===== src/hdl/rcw_pkg.sv =====
// Constants and types shared by the reset controller and its watchdog counters.
// Assumes a single 40 MHz system clock for every file that uses it.
package rcw_pkg;

  // System clock period and the reset stretch applied after the last source goes away.
  localparam int CLK_PERIOD_NS  = 25;
  localparam int RST_STRETCH_NS = 1000;
  localparam int RST_STRETCH_CYC =
    (RST_STRETCH_NS + CLK_PERIOD_NS - 1) / CLK_PERIOD_NS;

  // Widths of the two watchdog counters and of the cause vector.
  localparam int SW_WDOG_W  = 32;
  localparam int BKP_WDOG_W = 16;
  localparam int NUM_SRC    = 7;

  // Cause positions, lowest index has the highest priority.
  localparam int SRC_POR  = 0;
  localparam int SRC_EXT  = 1;
  localparam int SRC_LVD  = 2;
  localparam int SRC_PLL  = 3;
  localparam int SRC_JTAG = 4;
  localparam int SRC_WDOG = 5;
  localparam int SRC_SOFT = 6;

  // Cause vector after a power-up reset, and the cleared status value.
  localparam logic [6:0] CAUSE_POR_VAL   = 7'h01;
  localparam logic [6:0] CAUSE_CLEAR_VAL = 7'h00;

  // Backup watchdog clock selection codes.
  localparam logic BKP_SEL_SYS   = 1'b0;
  localparam logic BKP_SEL_RELAX = 1'b1;

  // Reset sequencer states, Gray coded along run, hold, stretch.
  typedef enum logic [1:0] {
    RCW_RUN     = 2'b00,
    RCW_HOLD    = 2'b01,
    RCW_STRETCH = 2'b11
  } rcw_state_t;

endpackage : rcw_pkg


===== src/hdl/rcw_wdt_if.sv =====
// Connection between the reset controller and one watchdog down-counter.
// Assumes both ends run on the same system clock.
`timescale 1ns/100ps
interface rcw_wdt_if #(
  parameter int W = 32
);
  logic         tick;
  logic         restart;
  logic         en;
  logic [W-1:0] load;
  logic [W-1:0] count;
  logic         underflow;

  // The controller drives the count controls and watches the underflow.
  modport ctrl (output tick, output restart, output en, output load,
                input count, input underflow);
  // The counter takes the controls and reports its state.
  modport cnt  (input tick, input restart, input en, input load,
                output count, output underflow);
endinterface : rcw_wdt_if


===== src/hdl/rcw_wdog.sv =====
// Free-running watchdog down-counter with reload and an underflow pulse.
// Assumes tick, restart and load come from logic on the same clock.
`timescale 1ns/100ps
module rcw_wdog (
  input  wire logic ref_clk,
  input  wire logic rstn,
  rcw_wdt_if.cnt    wd
);

  // Reload on restart or while disabled, otherwise count down once per tick.
  always_ff @(posedge ref_clk or negedge rstn) begin
    if (!rstn) begin
      wd.count     <= '1;
      wd.underflow <= 1'b0;
    end else if (wd.restart || !wd.en) begin
      wd.count     <= wd.load;
      wd.underflow <= 1'b0;
    end else if (wd.tick) begin
      if (wd.count == '0) begin
        wd.count     <= wd.load;
        wd.underflow <= 1'b1;
      end else begin
        wd.count     <= wd.count - 1'b1;
        wd.underflow <= 1'b0;
      end
    end else begin
      wd.underflow <= 1'b0;
    end
  end

  // A tick on a nonzero count must lower it by exactly one.
  property p_wdog_dec;
    @(posedge ref_clk) disable iff (!rstn)
      (wd.en && !wd.restart && wd.tick && wd.count != '0)
        |=> wd.count == $past(wd.count) - 1'b1;
  endproperty
  a_wdog_dec: assert property (p_wdog_dec) else $error("watchdog did not count down");

  // Underflow is raised only right after a tick at zero.
  property p_wdog_uf;
    @(posedge ref_clk) disable iff (!rstn)
      wd.underflow |-> $past(wd.tick) && $past(wd.count) == '0 && wd.count == $past(wd.load);
  endproperty
  a_wdog_uf: assert property (p_wdog_uf) else $error("watchdog underflow without zero");

endmodule : rcw_wdog


===== src/hdl/rcw_reset_ctrl.sv =====
// Chip reset controller: gathers seven reset causes, drives the internal
// reset and the reset-out pin, records the last cause, hosts two watchdogs.
// Assumes pin-level sources are asynchronous to ref_clk; software controls
// arrive from logic on ref_clk.
`timescale 1ns/100ps

module rcw_reset_ctrl #(
  parameter int SW_W  = rcw_pkg::SW_WDOG_W,
  parameter int BKP_W = rcw_pkg::BKP_WDOG_W
) (
  input  wire logic             ref_clk,
  input  wire logic             rstn,
  input  wire logic             reset_in_pin_n,
  input  wire logic             por_det,
  input  wire logic             pll_loss,
  input  wire logic             low_voltage_detector,
  input  wire logic             jtag_rst,
  input  wire logic             relaxation_oscillator,
  input  wire logic             sw_rst_req,
  input  wire logic             rst_out_assert,
  input  wire logic             lvd_reset_en,
  input  wire logic             lvd_int_en,
  input  wire logic             sw_wdog_en,
  input  wire logic             sw_wdog_restart,
  input  wire logic [SW_W-1:0]  sw_wdog_load,
  input  wire logic             backup_watchdog_en,
  input  wire logic             backup_watchdog_restart,
  input  wire logic [BKP_W-1:0] backup_watchdog_load,
  input  wire logic             backup_watchdog_clk_sel,
  output logic                  sys_rst_n,
  output logic                  reset_out_pin_n,
  output logic [6:0]            reset_cause,
  output logic                  lvd_irq
);

  localparam logic [7:0] STRETCH_LAST = 8'(rcw_pkg::RST_STRETCH_CYC - 1);

  logic [5:0]               sync1_reg;
  logic [5:0]               sync2_reg;
  logic                     osc_prev_reg;
  logic                     bkp_tick_reg;
  logic [6:0]               src;
  logic                     level_active;
  logic [6:0]               pick;
  rcw_pkg::rcw_state_t      state_reg;
  logic [7:0]               stretch_reg;
  logic [6:0]               pend_reg;
  logic                     sys_rst_n_reg;
  logic                     reset_out_pin_n_reg;
  logic [6:0]               cause_reg;
  logic                     lvd_irq_reg;

  rcw_wdt_if #(.W(SW_W))  sw_if ();
  rcw_wdt_if #(.W(BKP_W)) bkp_if ();

  // Two-stage synchronisers for every pin-level input; the pin is inverted
  // after the second stage so the first stage feeds nothing else.
  always_ff @(posedge ref_clk or negedge rstn) begin
    if (!rstn) begin
      sync1_reg <= 6'h00;
      sync2_reg <= 6'h00;
    end else begin
      sync1_reg <= {relaxation_oscillator, jtag_rst, low_voltage_detector,
                    pll_loss, por_det, reset_in_pin_n};
      sync2_reg <= sync1_reg;
    end
  end

  // Backup watchdog tick: every clock, or each rising oscillator edge.
  always_ff @(posedge ref_clk or negedge rstn) begin
    if (!rstn) begin
      osc_prev_reg <= 1'b0;
      bkp_tick_reg <= 1'b0;
    end else begin
      osc_prev_reg <= sync2_reg[5];
      if (backup_watchdog_clk_sel == rcw_pkg::BKP_SEL_RELAX) begin
        bkp_tick_reg <= sync2_reg[5] && !osc_prev_reg;
      end else begin
        bkp_tick_reg <= 1'b1;
      end
    end
  end

  // Watchdogs are held reloaded while the system is in reset.
  assign sw_if.tick     = 1'b1;
  assign sw_if.restart  = sw_wdog_restart || !sys_rst_n_reg;
  assign sw_if.en       = sw_wdog_en;
  assign sw_if.load     = sw_wdog_load;
  assign bkp_if.tick    = bkp_tick_reg;
  assign bkp_if.restart = backup_watchdog_restart || !sys_rst_n_reg;
  assign bkp_if.en      = backup_watchdog_en;
  assign bkp_if.load    = backup_watchdog_load;

  rcw_wdog u_sw_wdog (
    .ref_clk (ref_clk),
    .rstn    (rstn),
    .wd      (sw_if.cnt)
  );

  rcw_wdog u_bkp_wdog (
    .ref_clk (ref_clk),
    .rstn    (rstn),
    .wd      (bkp_if.cnt)
  );

  // Cause vector; the detector only resets when its reset enable is set.
  always_comb begin
    src                    = 7'h00;
    src[rcw_pkg::SRC_POR]  = sync2_reg[1];
    src[rcw_pkg::SRC_EXT]  = !sync2_reg[0];
    src[rcw_pkg::SRC_LVD]  = sync2_reg[3] && lvd_reset_en;
    src[rcw_pkg::SRC_PLL]  = sync2_reg[2];
    src[rcw_pkg::SRC_JTAG] = sync2_reg[4];
    src[rcw_pkg::SRC_WDOG] = sw_if.underflow || bkp_if.underflow;
    src[rcw_pkg::SRC_SOFT] = sw_rst_req;
    level_active = |src[rcw_pkg::SRC_JTAG:rcw_pkg::SRC_POR];
  end

  // Fixed priority: the lowest set index wins.
  always_comb begin
    pick = 7'h00;
    for (int i = rcw_pkg::NUM_SRC - 1; i >= 0; i--) begin
      if (src[i]) begin
        pick = 7'h00;
        pick[i] = 1'b1;
      end
    end
  end

  // Sequencer: hold while level sources stand, then stretch, then release.
  always_ff @(posedge ref_clk or negedge rstn) begin
    if (!rstn) begin
      state_reg   <= rcw_pkg::RCW_HOLD;
      stretch_reg <= 8'h00;
    end else begin
      unique case (state_reg)
        rcw_pkg::RCW_RUN: begin
          if (|src) begin
            state_reg <= rcw_pkg::RCW_HOLD;
          end
        end
        rcw_pkg::RCW_HOLD: begin
          if (!level_active) begin
            state_reg   <= rcw_pkg::RCW_STRETCH;
            stretch_reg <= STRETCH_LAST;
          end
        end
        rcw_pkg::RCW_STRETCH: begin
          if (level_active) begin
            state_reg <= rcw_pkg::RCW_HOLD;
          end else if (stretch_reg == 8'h00) begin
            state_reg <= rcw_pkg::RCW_RUN;
          end else begin
            stretch_reg <= stretch_reg - 8'h01;
          end
        end
        default: begin
          state_reg <= rcw_pkg::RCW_HOLD;
        end
      endcase
    end
  end

  // Pending cause is caught on entry to reset and published at release.
  always_ff @(posedge ref_clk or negedge rstn) begin
    if (!rstn) begin
      pend_reg  <= rcw_pkg::CAUSE_POR_VAL;
      cause_reg <= rcw_pkg::CAUSE_CLEAR_VAL;
    end else begin
      if (state_reg == rcw_pkg::RCW_RUN && |src) begin
        pend_reg <= pick;
      end
      if (state_reg == rcw_pkg::RCW_STRETCH && !level_active && stretch_reg == 8'h00) begin
        cause_reg <= pend_reg;
      end
    end
  end

  // Outputs: internal reset, reset-out pin, detector interrupt.
  always_ff @(posedge ref_clk or negedge rstn) begin
    if (!rstn) begin
      sys_rst_n_reg       <= 1'b0;
      reset_out_pin_n_reg <= 1'b0;
      lvd_irq_reg         <= 1'b0;
    end else begin
      sys_rst_n_reg       <= (state_reg == rcw_pkg::RCW_RUN);
      reset_out_pin_n_reg <= (state_reg == rcw_pkg::RCW_RUN) && !rst_out_assert;
      lvd_irq_reg         <= sync2_reg[3] && lvd_int_en;
    end
  end

  assign sys_rst_n       = sys_rst_n_reg;
  assign reset_out_pin_n = reset_out_pin_n_reg;
  assign reset_cause     = cause_reg;
  assign lvd_irq         = lvd_irq_reg;

  // Any source while running takes the system into reset two cycles later.
  property p_src_resets;
    @(posedge ref_clk) disable iff (!rstn)
      (state_reg == rcw_pkg::RCW_RUN && |src) |=> ##1 !sys_rst_n_reg;
  endproperty
  a_src_resets: assert property (p_src_resets) else $error("source did not reset chip");

  // The reset-out pin follows the internal reset as well.
  property p_out_follows;
    @(posedge ref_clk) disable iff (!rstn)
      !sys_rst_n_reg |-> !reset_out_pin_n_reg;
  endproperty
  a_out_follows: assert property (p_out_follows) else $error("reset out not asserted");

  // Status flags change only on the release cycle.
  property p_cause_at_release;
    @(posedge ref_clk) disable iff (!rstn)
      $changed(cause_reg) |-> $rose(state_reg == rcw_pkg::RCW_RUN) ##1 $rose(sys_rst_n_reg);
  endproperty
  a_cause_at_release: assert property (p_cause_at_release) else $error("cause changed early");

  // At most one cause flag is ever shown.
  property p_cause_onehot;
    @(posedge ref_clk) disable iff (!rstn)
      $onehot0(cause_reg);
  endproperty
  a_cause_onehot: assert property (p_cause_onehot) else $error("several cause flags set");

  // The software bit drives the reset-out pin low on the next edge.
  property p_sw_rst_out;
    @(posedge ref_clk) disable iff (!rstn)
      rst_out_assert |=> !reset_out_pin_n_reg;
  endproperty
  a_sw_rst_out: assert property (p_sw_rst_out) else $error("reset out ignored software bit");

  // A press on the reset-in pin while running drives the separate reset-out pin low.
  property p_pins_distinct;
    @(posedge ref_clk) disable iff (!rstn)
      (state_reg == rcw_pkg::RCW_RUN && !sync2_reg[0]) |=> ##1 !reset_out_pin_n_reg;
  endproperty
  a_pins_distinct: assert property (p_pins_distinct) else $error("reset out missed reset in");

  // The detector interrupt follows its enable.
  property p_lvd_irq;
    @(posedge ref_clk) disable iff (!rstn)
      (sync2_reg[3] && lvd_int_en) |=> lvd_irq_reg;
  endproperty
  a_lvd_irq: assert property (p_lvd_irq) else $error("detector interrupt missing");

  // A software watchdog underflow while running leads into reset.
  property p_sw_wdog_reset;
    @(posedge ref_clk) disable iff (!rstn)
      (sw_if.underflow && state_reg == rcw_pkg::RCW_RUN) |=> state_reg == rcw_pkg::RCW_HOLD;
  endproperty
  a_sw_wdog_reset: assert property (p_sw_wdog_reset) else $error("watchdog did not reset");

  // With the system clock selected the backup watchdog ticks every cycle.
  property p_bkp_sys_tick;
    @(posedge ref_clk) disable iff (!rstn)
      (backup_watchdog_clk_sel == rcw_pkg::BKP_SEL_SYS) |=> bkp_tick_reg;
  endproperty
  a_bkp_sys_tick: assert property (p_bkp_sys_tick) else $error("backup tick missing");

  // Main scenarios.
  c_release:  cover property (@(posedge ref_clk) disable iff (!rstn) $rose(sys_rst_n_reg));
  c_wdog_rst: cover property (@(posedge ref_clk) disable iff (!rstn)
                              bkp_if.underflow && state_reg == rcw_pkg::RCW_RUN);
  c_soft_rst: cover property (@(posedge ref_clk) disable iff (!rstn)
                              cause_reg[rcw_pkg::SRC_SOFT]);

endmodule : rcw_reset_ctrl


===== config.mk =====
export PLATFORM = sky130hd
export DESIGN_NAME = rcw_reset_ctrl
export DESIGN_NICKNAME = d
export VERILOG_FILES = /design/src/hdl/rcw_pkg.sv /design/src/hdl/rcw_wdt_if.sv /design/src/hdl/rcw_wdog.sv /design/src/hdl/rcw_reset_ctrl.sv
export SDC_FILE = /design/constraint.sdc
export NUM_CORES = 1
export LEC_CHECK = 0
export ABC_AREA = 1
export BUFFER_PORTS_ARGS = -buffer_cell sky130_fd_sc_hd__buf_2
export CAP_MARGIN = 15
export CORE_AREA = 2 2 102 104
export DETAILED_ROUTE_END_ITERATION = 16
export DIE_AREA = 0 0 104 106
export GPL_TIMING_DRIVEN = 0
export HOLD_SLACK_MARGIN = 0.06
export PLACE_DENSITY_LB_ADDON = 0.2
export SLEW_MARGIN = 5
export SYNTH_ARGS = -nofsm -noshare
export SYNTH_HDL_FRONTEND = slang
export SYNTH_SLANG_ARGS = --single-unit

===== constraint.sdc =====
create_clock -name ref_clk -period 2.1 [get_ports ref_clk]
set_input_delay 0.42 -clock ref_clk [delete_from_list [all_inputs] [get_ports ref_clk]]
set_output_delay 0.42 -clock ref_clk [all_outputs]
set_load 0.05 [all_outputs]

### Word level (Yosys, flattened, before mapping)

Cells that the tools add are included.
W data, S select, Z words.

| storage, ports and cells | value |
|---|---|
| output and inout bits | 10 |
| register bits | 91 |

| cells by class | value |
|---|---|
| $add $sub $neg | 3 |
| eq/ne operators | 7 |
| multiplexer cells | 27 |
| reductions and logical operators | 29 |

Operators with widths:

| kind | number |
|---|---|
| $mux W32 | 2 |
| $mux W7 | 7 |
| $mux W16 | 3 |
| $logic_not A32 Y1 | 1 |
| $sub A32 B1 Y32 const B | 1 |
| $mux W8 | 3 |
| $logic_not A16 Y1 | 1 |
| $pmux W8 S2 | 1 |
| $sub A16 B1 Y16 const B | 1 |
| $logic_not A8 Y1 | 1 |
| $mux W2 | 4 |
| $ne A2 B2 Y1 const B | 4 |
| $sub A8 B1 Y8 const B | 1 |
| $logic_and A1 B1 Y1 | 7 |
| $logic_not A1 Y1 | 7 |
| $reduce_or A7 Y1 | 1 |
| $mux W1 | 6 |
| $pmux W2 S3 | 1 |
| $logic_or A1 B1 Y1 | 5 |
| $reduce_or A5 Y1 | 1 |
| $reduce_and A4 Y1 | 1 |
| $reduce_bool A2 Y1 | 2 |
| $ne A3 B3 Y1 const B | 1 |
| $reduce_and A3 Y1 | 1 |
| 3 further kinds | 3 |

### Logic depth before layout (Yosys ltp)

| logic depth | value |
|---|---|
| word-level depth | 7 |
| depth in mapped cells | 11 |
| mapped depth without buffers | 10 |

### Cells and area by module

Synthesis repeated with hierarchy kept, for this count alone.

| second synthesis, totals | value |
|---|---|
| cell total of the unflattened synthesis | 843 |
| area total of the unflattened synthesis | 5825.6 sq um |

Modules (own cells, without submodules):

| module | cells each | sequential area each (sq um) | area an instance (sq um) | times used |
|---|---|---|---|---|
| rcw_wdog (u_sw_wdog) | 440 | 865.8 | 2746.4 | 1 |
| rcw_reset_ctrl | 193 | 1028.5 | 1746.7 | 1 |
| rcw_wdog (u_bkp_wdog) | 210 | 445.4 | 1332.5 | 1 |

### Worst setup path after synthesis

OpenSTA, ideal clock, no wires.

| path | value |
|---|---|
| kind | register -> register |
| start | register sys_rst_n_reg (netlist: sys_rst_n) |
| end | register u_sw_wdog.wd.count[10] |
| slack | 0.434 ns |
| stages on the path, launching flop included | 7 |
| arrival time | 1.594 ns |
| period minus slack after synthesis | 1.666 ns |
| data required time | 2.028 ns |
| buffers on the path | 1 |
| library setup time | 0.072 ns |
| cells stage by stage | dfrtp_1 > nand2_1 > nor2_1 > clkbuf_1 > nand4_1 > nand2_1 > inv_1 |

| between the ends | value |
|---|---|
| word-level cells in the longest chain between the ends | 4 |

Ends and longest elaborated chain:

| what | line | source |
|---|---|---|
| start: declaration | rcw_reset_ctrl.sv:48 | `logic sys_rst_n_reg;` |
| start signal: assignment | rcw_reset_ctrl.sv:186 | `sys_rst_n_reg <= (state_reg == rcw_pkg::RCW_RUN);` |
| $logic_not A1 Y1 | rcw_reset_ctrl.sv:86 | `assign sw_if.restart = sw_wdog_restart \|\| !sys_rst_n_reg;` |
| $logic_or A1 B1 Y1 | rcw_reset_ctrl.sv:86 |  |
| $logic_or A1 B1 Y1 | rcw_wdog.sv:15 | `end else if (wd.restart \|\| !wd.en) begin` |
| $mux W32 | rcw_wdog.sv:15 |  |
| end signal: assignment | rcw_wdog.sv:16 | `wd.count <= wd.load;` |
| end signal: assignment | rcw_wdog.sv:20 | `wd.count <= wd.load;` |
| end signal: assignment | rcw_wdog.sv:23 | `wd.count <= wd.count - 1'b1;` |
| end: declaration | rcw_wdt_if.sv:19 | `output count, output underflow);` |

Every way passes these cells.
A chain may end at the register's enable or synchronous reset.

### Worst setup path in the final report

| path | value |
|---|---|
| start | register stretch_reg[0] |
| end | register cause_reg[6] (netlist: reset_cause[6]) |

| between the ends | value |
|---|---|
| word-level cells in the longest chain between the ends | 2 |

Ends and longest elaborated chain:

| what | line | source |
|---|---|---|
| start: declaration | rcw_reset_ctrl.sv:46 | `logic [7:0] stretch_reg;` |
| start signal: assignment | rcw_reset_ctrl.sv:154 | `stretch_reg <= stretch_reg - 8'h01;` |
| $logic_not A8 Y1 | rcw_reset_ctrl.sv:173 | `if (state_reg == rcw_pkg::RCW_STRETCH && !level_active && stretch_reg == 8'h00) begin` |
| $logic_and A1 B1 Y1 | rcw_reset_ctrl.sv:173 |  |
| end signal: assignment | rcw_reset_ctrl.sv:168 | `cause_reg <= rcw_pkg::CAUSE_CLEAR_VAL;` |
| end signal: assignment | rcw_reset_ctrl.sv:174 | `cause_reg <= pend_reg;` |
| end: declaration | rcw_reset_ctrl.sv:50 | `logic [6:0] cause_reg;` |

Every way passes these cells.

==> flow_summary_export.csv <==
group,metric,value,unit
status,status,"complete, no violations",
drt,via_count,4700,
worst_hold_path,min_path_type,"in2reg",
timing,slew_violations,0,
critical_path,end_kind,"flip-flop",
yosys,synth_top_area_share,0.248,
finish,multi_input_area,2480,um2
floorplan,die_y,106,um
grt,grt_pass1_wl,20100,um
timing,setup_ws,0.238,ns
power,irDropWorstVdd,0.000344,V
yosys,synth_compound_area_frac,0.0550,
placed_design,io_buffers,74,
drt,wl_per_cell,12.6,um
timing,hold_viol_final,0,
finish,final.fill_count,941,
finish,antenna_cells,0,
floorplan,pin_count,75,
yosys,synth-xor-area-share,0.0380,
yosys,synth.avg_cell_area,7.33,um2
critical_path,path_buf_inv,2,
critical_path,cp_common_cell,"inv_1",
drt,ant_nets,0,
yosys,synthSimpleGateAreaFrac,0.363,
power,power_leakage,3.07,nW
timing,min_period,1.86,ns
critical_path,crit_family,"simple AND/OR/NAND/NOR gates",
critical_path,slowest_delay,0.43,ns
floorplan,die_w,104,um
finish,nNetsFinal,880,
floorplan,start_util,0.530,
timing,fmax,537,MHz
cts,cts_tree,"built",
drt,drt_wl_total,11900,um
yosys,synth-seq-cells,91,
yosys,yosys_warnings,0,
critical_path,start_kind,"flip-flop",
timing,min_period_over_period,0.887,
yosys,synthTopCellsByArea,"dfstp_2 (25%), dfrtp_1 (19%), nand2_1 (16%), nor2_1 (7.7%), inv_1 (6.5%)",
grt,grt_overflow,0,
finish,stdcell_count,951,
yosys,synth_mux_area_frac,0,
cts,cts.clk_slew.worst_paths,0.10,ns
critical_path,crit_chain,"inv_1 -> ha_1 -> inv_1 -> nor3_2 -> nand3_1 -> nor2_4 -> nand2_2 -> nand2_1 -> o21ai_0",
critical_path,crit_fanout,9,
job,max_cap_violations,0,
yosys,synth_top_family_by_area,"simple AND/OR/NAND/NOR gates",
power,combPwrFrac,0.108,
power,internal_power,0.00249,W
finish,seqCellArea,2340,um2
power,p_per_area,578,nW/um2
timing,whs,0.120,ns
drt,drt_first_pass_iters,5,
yosys,synth_area_leader_cell,"dfstp_2",
placed_design,gp_congestion,0.923,
cts,clkSinkCount,91,
timing,skew,0.0116,ns
cts,clock_path_buffers,2,
drt,drc,0,
yosys,synthCells,723,
grt,track_usage,0.229,
finish,fin_area,6060,um2
power,p_switching,0.00101,W
yosys,synth.distinct_cells,34,
power,clkPwrFrac,0.332,
power,seq_power_share,0.561,
critical_path,slowest_stage,"dfrtp_1",
drt,drt-vias-per-instance,4.94,
timing,slew_headroom,0.577,
cts,cts_buffers,9,
floorplan,design.die.area,11000,um2
critical_path,arrival,2.15,ns
drt,drt_iter0_markers,176,
yosys,syn-num-nets,793,
placed_design,place_inst,934,
cts,cts_setup_buffers,0,
grt,grt_pass1_vias,4452,
floorplan,fp-row-count,37,
placed_design,placed_area,5870,um2
timing,setup_viol,0,
cts,clock-root-buffer,"clkbuf_8",
grt,antenna_found_initial,0,
critical_path,cp.required,2.39,ns
placed_design,preCtsSetupSlack,0.210,ns
timing,grt_setup_unrepaired,"false",
power,p_sw_frac,0.289,
cts,h-tree-depth,3,
yosys,synth-seq-area-share,0.442,
cts,clkLatencyLatePin,0.40,ns
grt,grt_max_degree,48,
yosys,syn_area,5300,um2
finish,syn_to_final_growth,14.4,%
cts,cts.repair.resized,0,
finish,largest_register_ffs,32,
finish,utilization,0.606,
floorplan,core_area,10000,um2
finish,drive_above_1_share,0.233,
timing,tightest_slew,0.632,ns
critical_path,crit_type,"reg2reg",
placed_design,dp_hpwl,9170,um
yosys,synth_adder_area_share,0.0118,
[logic make-up (layout without fill, tap and decap cells)]
group,Yosys count,count (layout)
adders and majority gates,5,5
xor gates and xnor gates,23,23
and+or+nand+nor,445,445
buffers and inverters,108,200
DFF,91,91
AOI/OAI and AO/OA,51,51
[per-layer routing]
metal | GRT usage | part of all wire | up-vias | wire length [um]
met2 | 0.385 | 0.48 | 106 | 5720
met5 | 0 | 0 | - | 0
met1 | 0.289 | 0.45 | 2151 | 5320
li1 | - | - | 2412 | -
met3 | 0.0466 | 0.046 | 31 | 553
met4 | 0.0946 | 0.029 | 0 | 342
[synth_stat cells]
master,n
ha_1,5
nor2_1,109
nand3b_1,4
nand3_2,1
buf_4,2
o21ai_0,23
buf_6,2
nor2_8,1
nand2_2,8
nand3_1,56
a21oi_1,16
xor2_1,12
buf_12,3
o21ai_2,7
o31ai_1,2
inv_1,92
clkbuf_1,1
nand4_1,13
nor3_2,1
xnor2_1,11
dfstp_2,50
o21bai_1,1
buf_2,4
nand4_4,1
nand2_4,2
inv_2,4
nor3_1,3
nor2_2,11
dfrtp_1,41
nor2_4,2
nor4b_1,1
nand2_1,232
o211ai_1,1
o21ai_1,1
[power groups by stage]
| stage | combinational [W] | clock, W | sequential [W] |
|---|---|---|---|
| 5_1_grt | 0.000439 | 0.00127 | 0.00198 |
| 3_5_place_dp | 0.000381 | 0 | 0.00199 |
| 6_report | 0.000377 | 0.00116 | 0.00197 |
| 4_1_cts | 0.000384 | 0.00119 | 0.00196 |
| 3_3_place_gp | 0.000361 | 0 | 0.00199 |
| 2_1_floorplan | 0.000228 | 0 | 0.00198 |
[placed cells by master, fill, tap and decap left out, drive strengths merged, types with 4 or more instances in the layout]
cell    synthesis  routed
ha              5       5
a21oi          16      16
buf            11      86
nand3          57      57
inv            96     100
xor2           12      12
dfrtp          41      41
nand2         242     242
nor3            4       4
nand4          14      14
nor2          123     123
dfstp          50      50
clkbuf          1      10
o21ai          31      31
nand3b          4       4
xnor2          11      11
[path summary, 6_finish.rpt]
kind                                     start                     end  slack (ns)  depth (start not counted)
max in group asynchronous                 rstn  u_sw_wdog.wd.count[19]        0.85                          3
worst min-delay path            reset_in_pin_n            sync1_reg[0]        0.12                          1
worst min register to register    sync1_reg[5]            sync2_reg[5]        0.36                          0
worst max register to register  stretch_reg[0]          reset_cause[6]        0.24                          9
min in group asynchronous                 rstn          stretch_reg[4]        0.56                          2
worst max-delay path            stretch_reg[0]          reset_cause[6]        0.24                          9
[per-stage QoR]
step                      setup TNS (ns)  power (W)
after floorplan                        0    0.00220
after global placement             -7.01    0.00235
after detailed placement               0    0.00237
after CTS                              0    0.00354
after global routing                   0    0.00369
final                                  0    0.00351
[cell type report]
cell class	instances	area share
clock inverter	7	0.00970
sequential	91	0.386
multi-input combinational	524	0.409
timing repair buffer	76	0.0677
tap	136	0.0281
inverter	96	0.0595
buffer	12	0.0200
clock buffer	9	0.0204
[what timing repair did]
action / in CTS / in global routing
hold endpoints to repair: 10 / 0
hold buffers: 1 / 0
setup endpoints to repair: 0 / 0
[worst register-to-register path, delay by kind of cell (launching register included)]
kind | cells | cell delay (ns)
compound gates | 1 | 0.08
flops | 1 | 0.43
fa+ha+maj | 1 | 0.18
simple gates | 5 | 0.96
buf+inv | 2 | 0.13
Power figures use the tool's default switching activity.
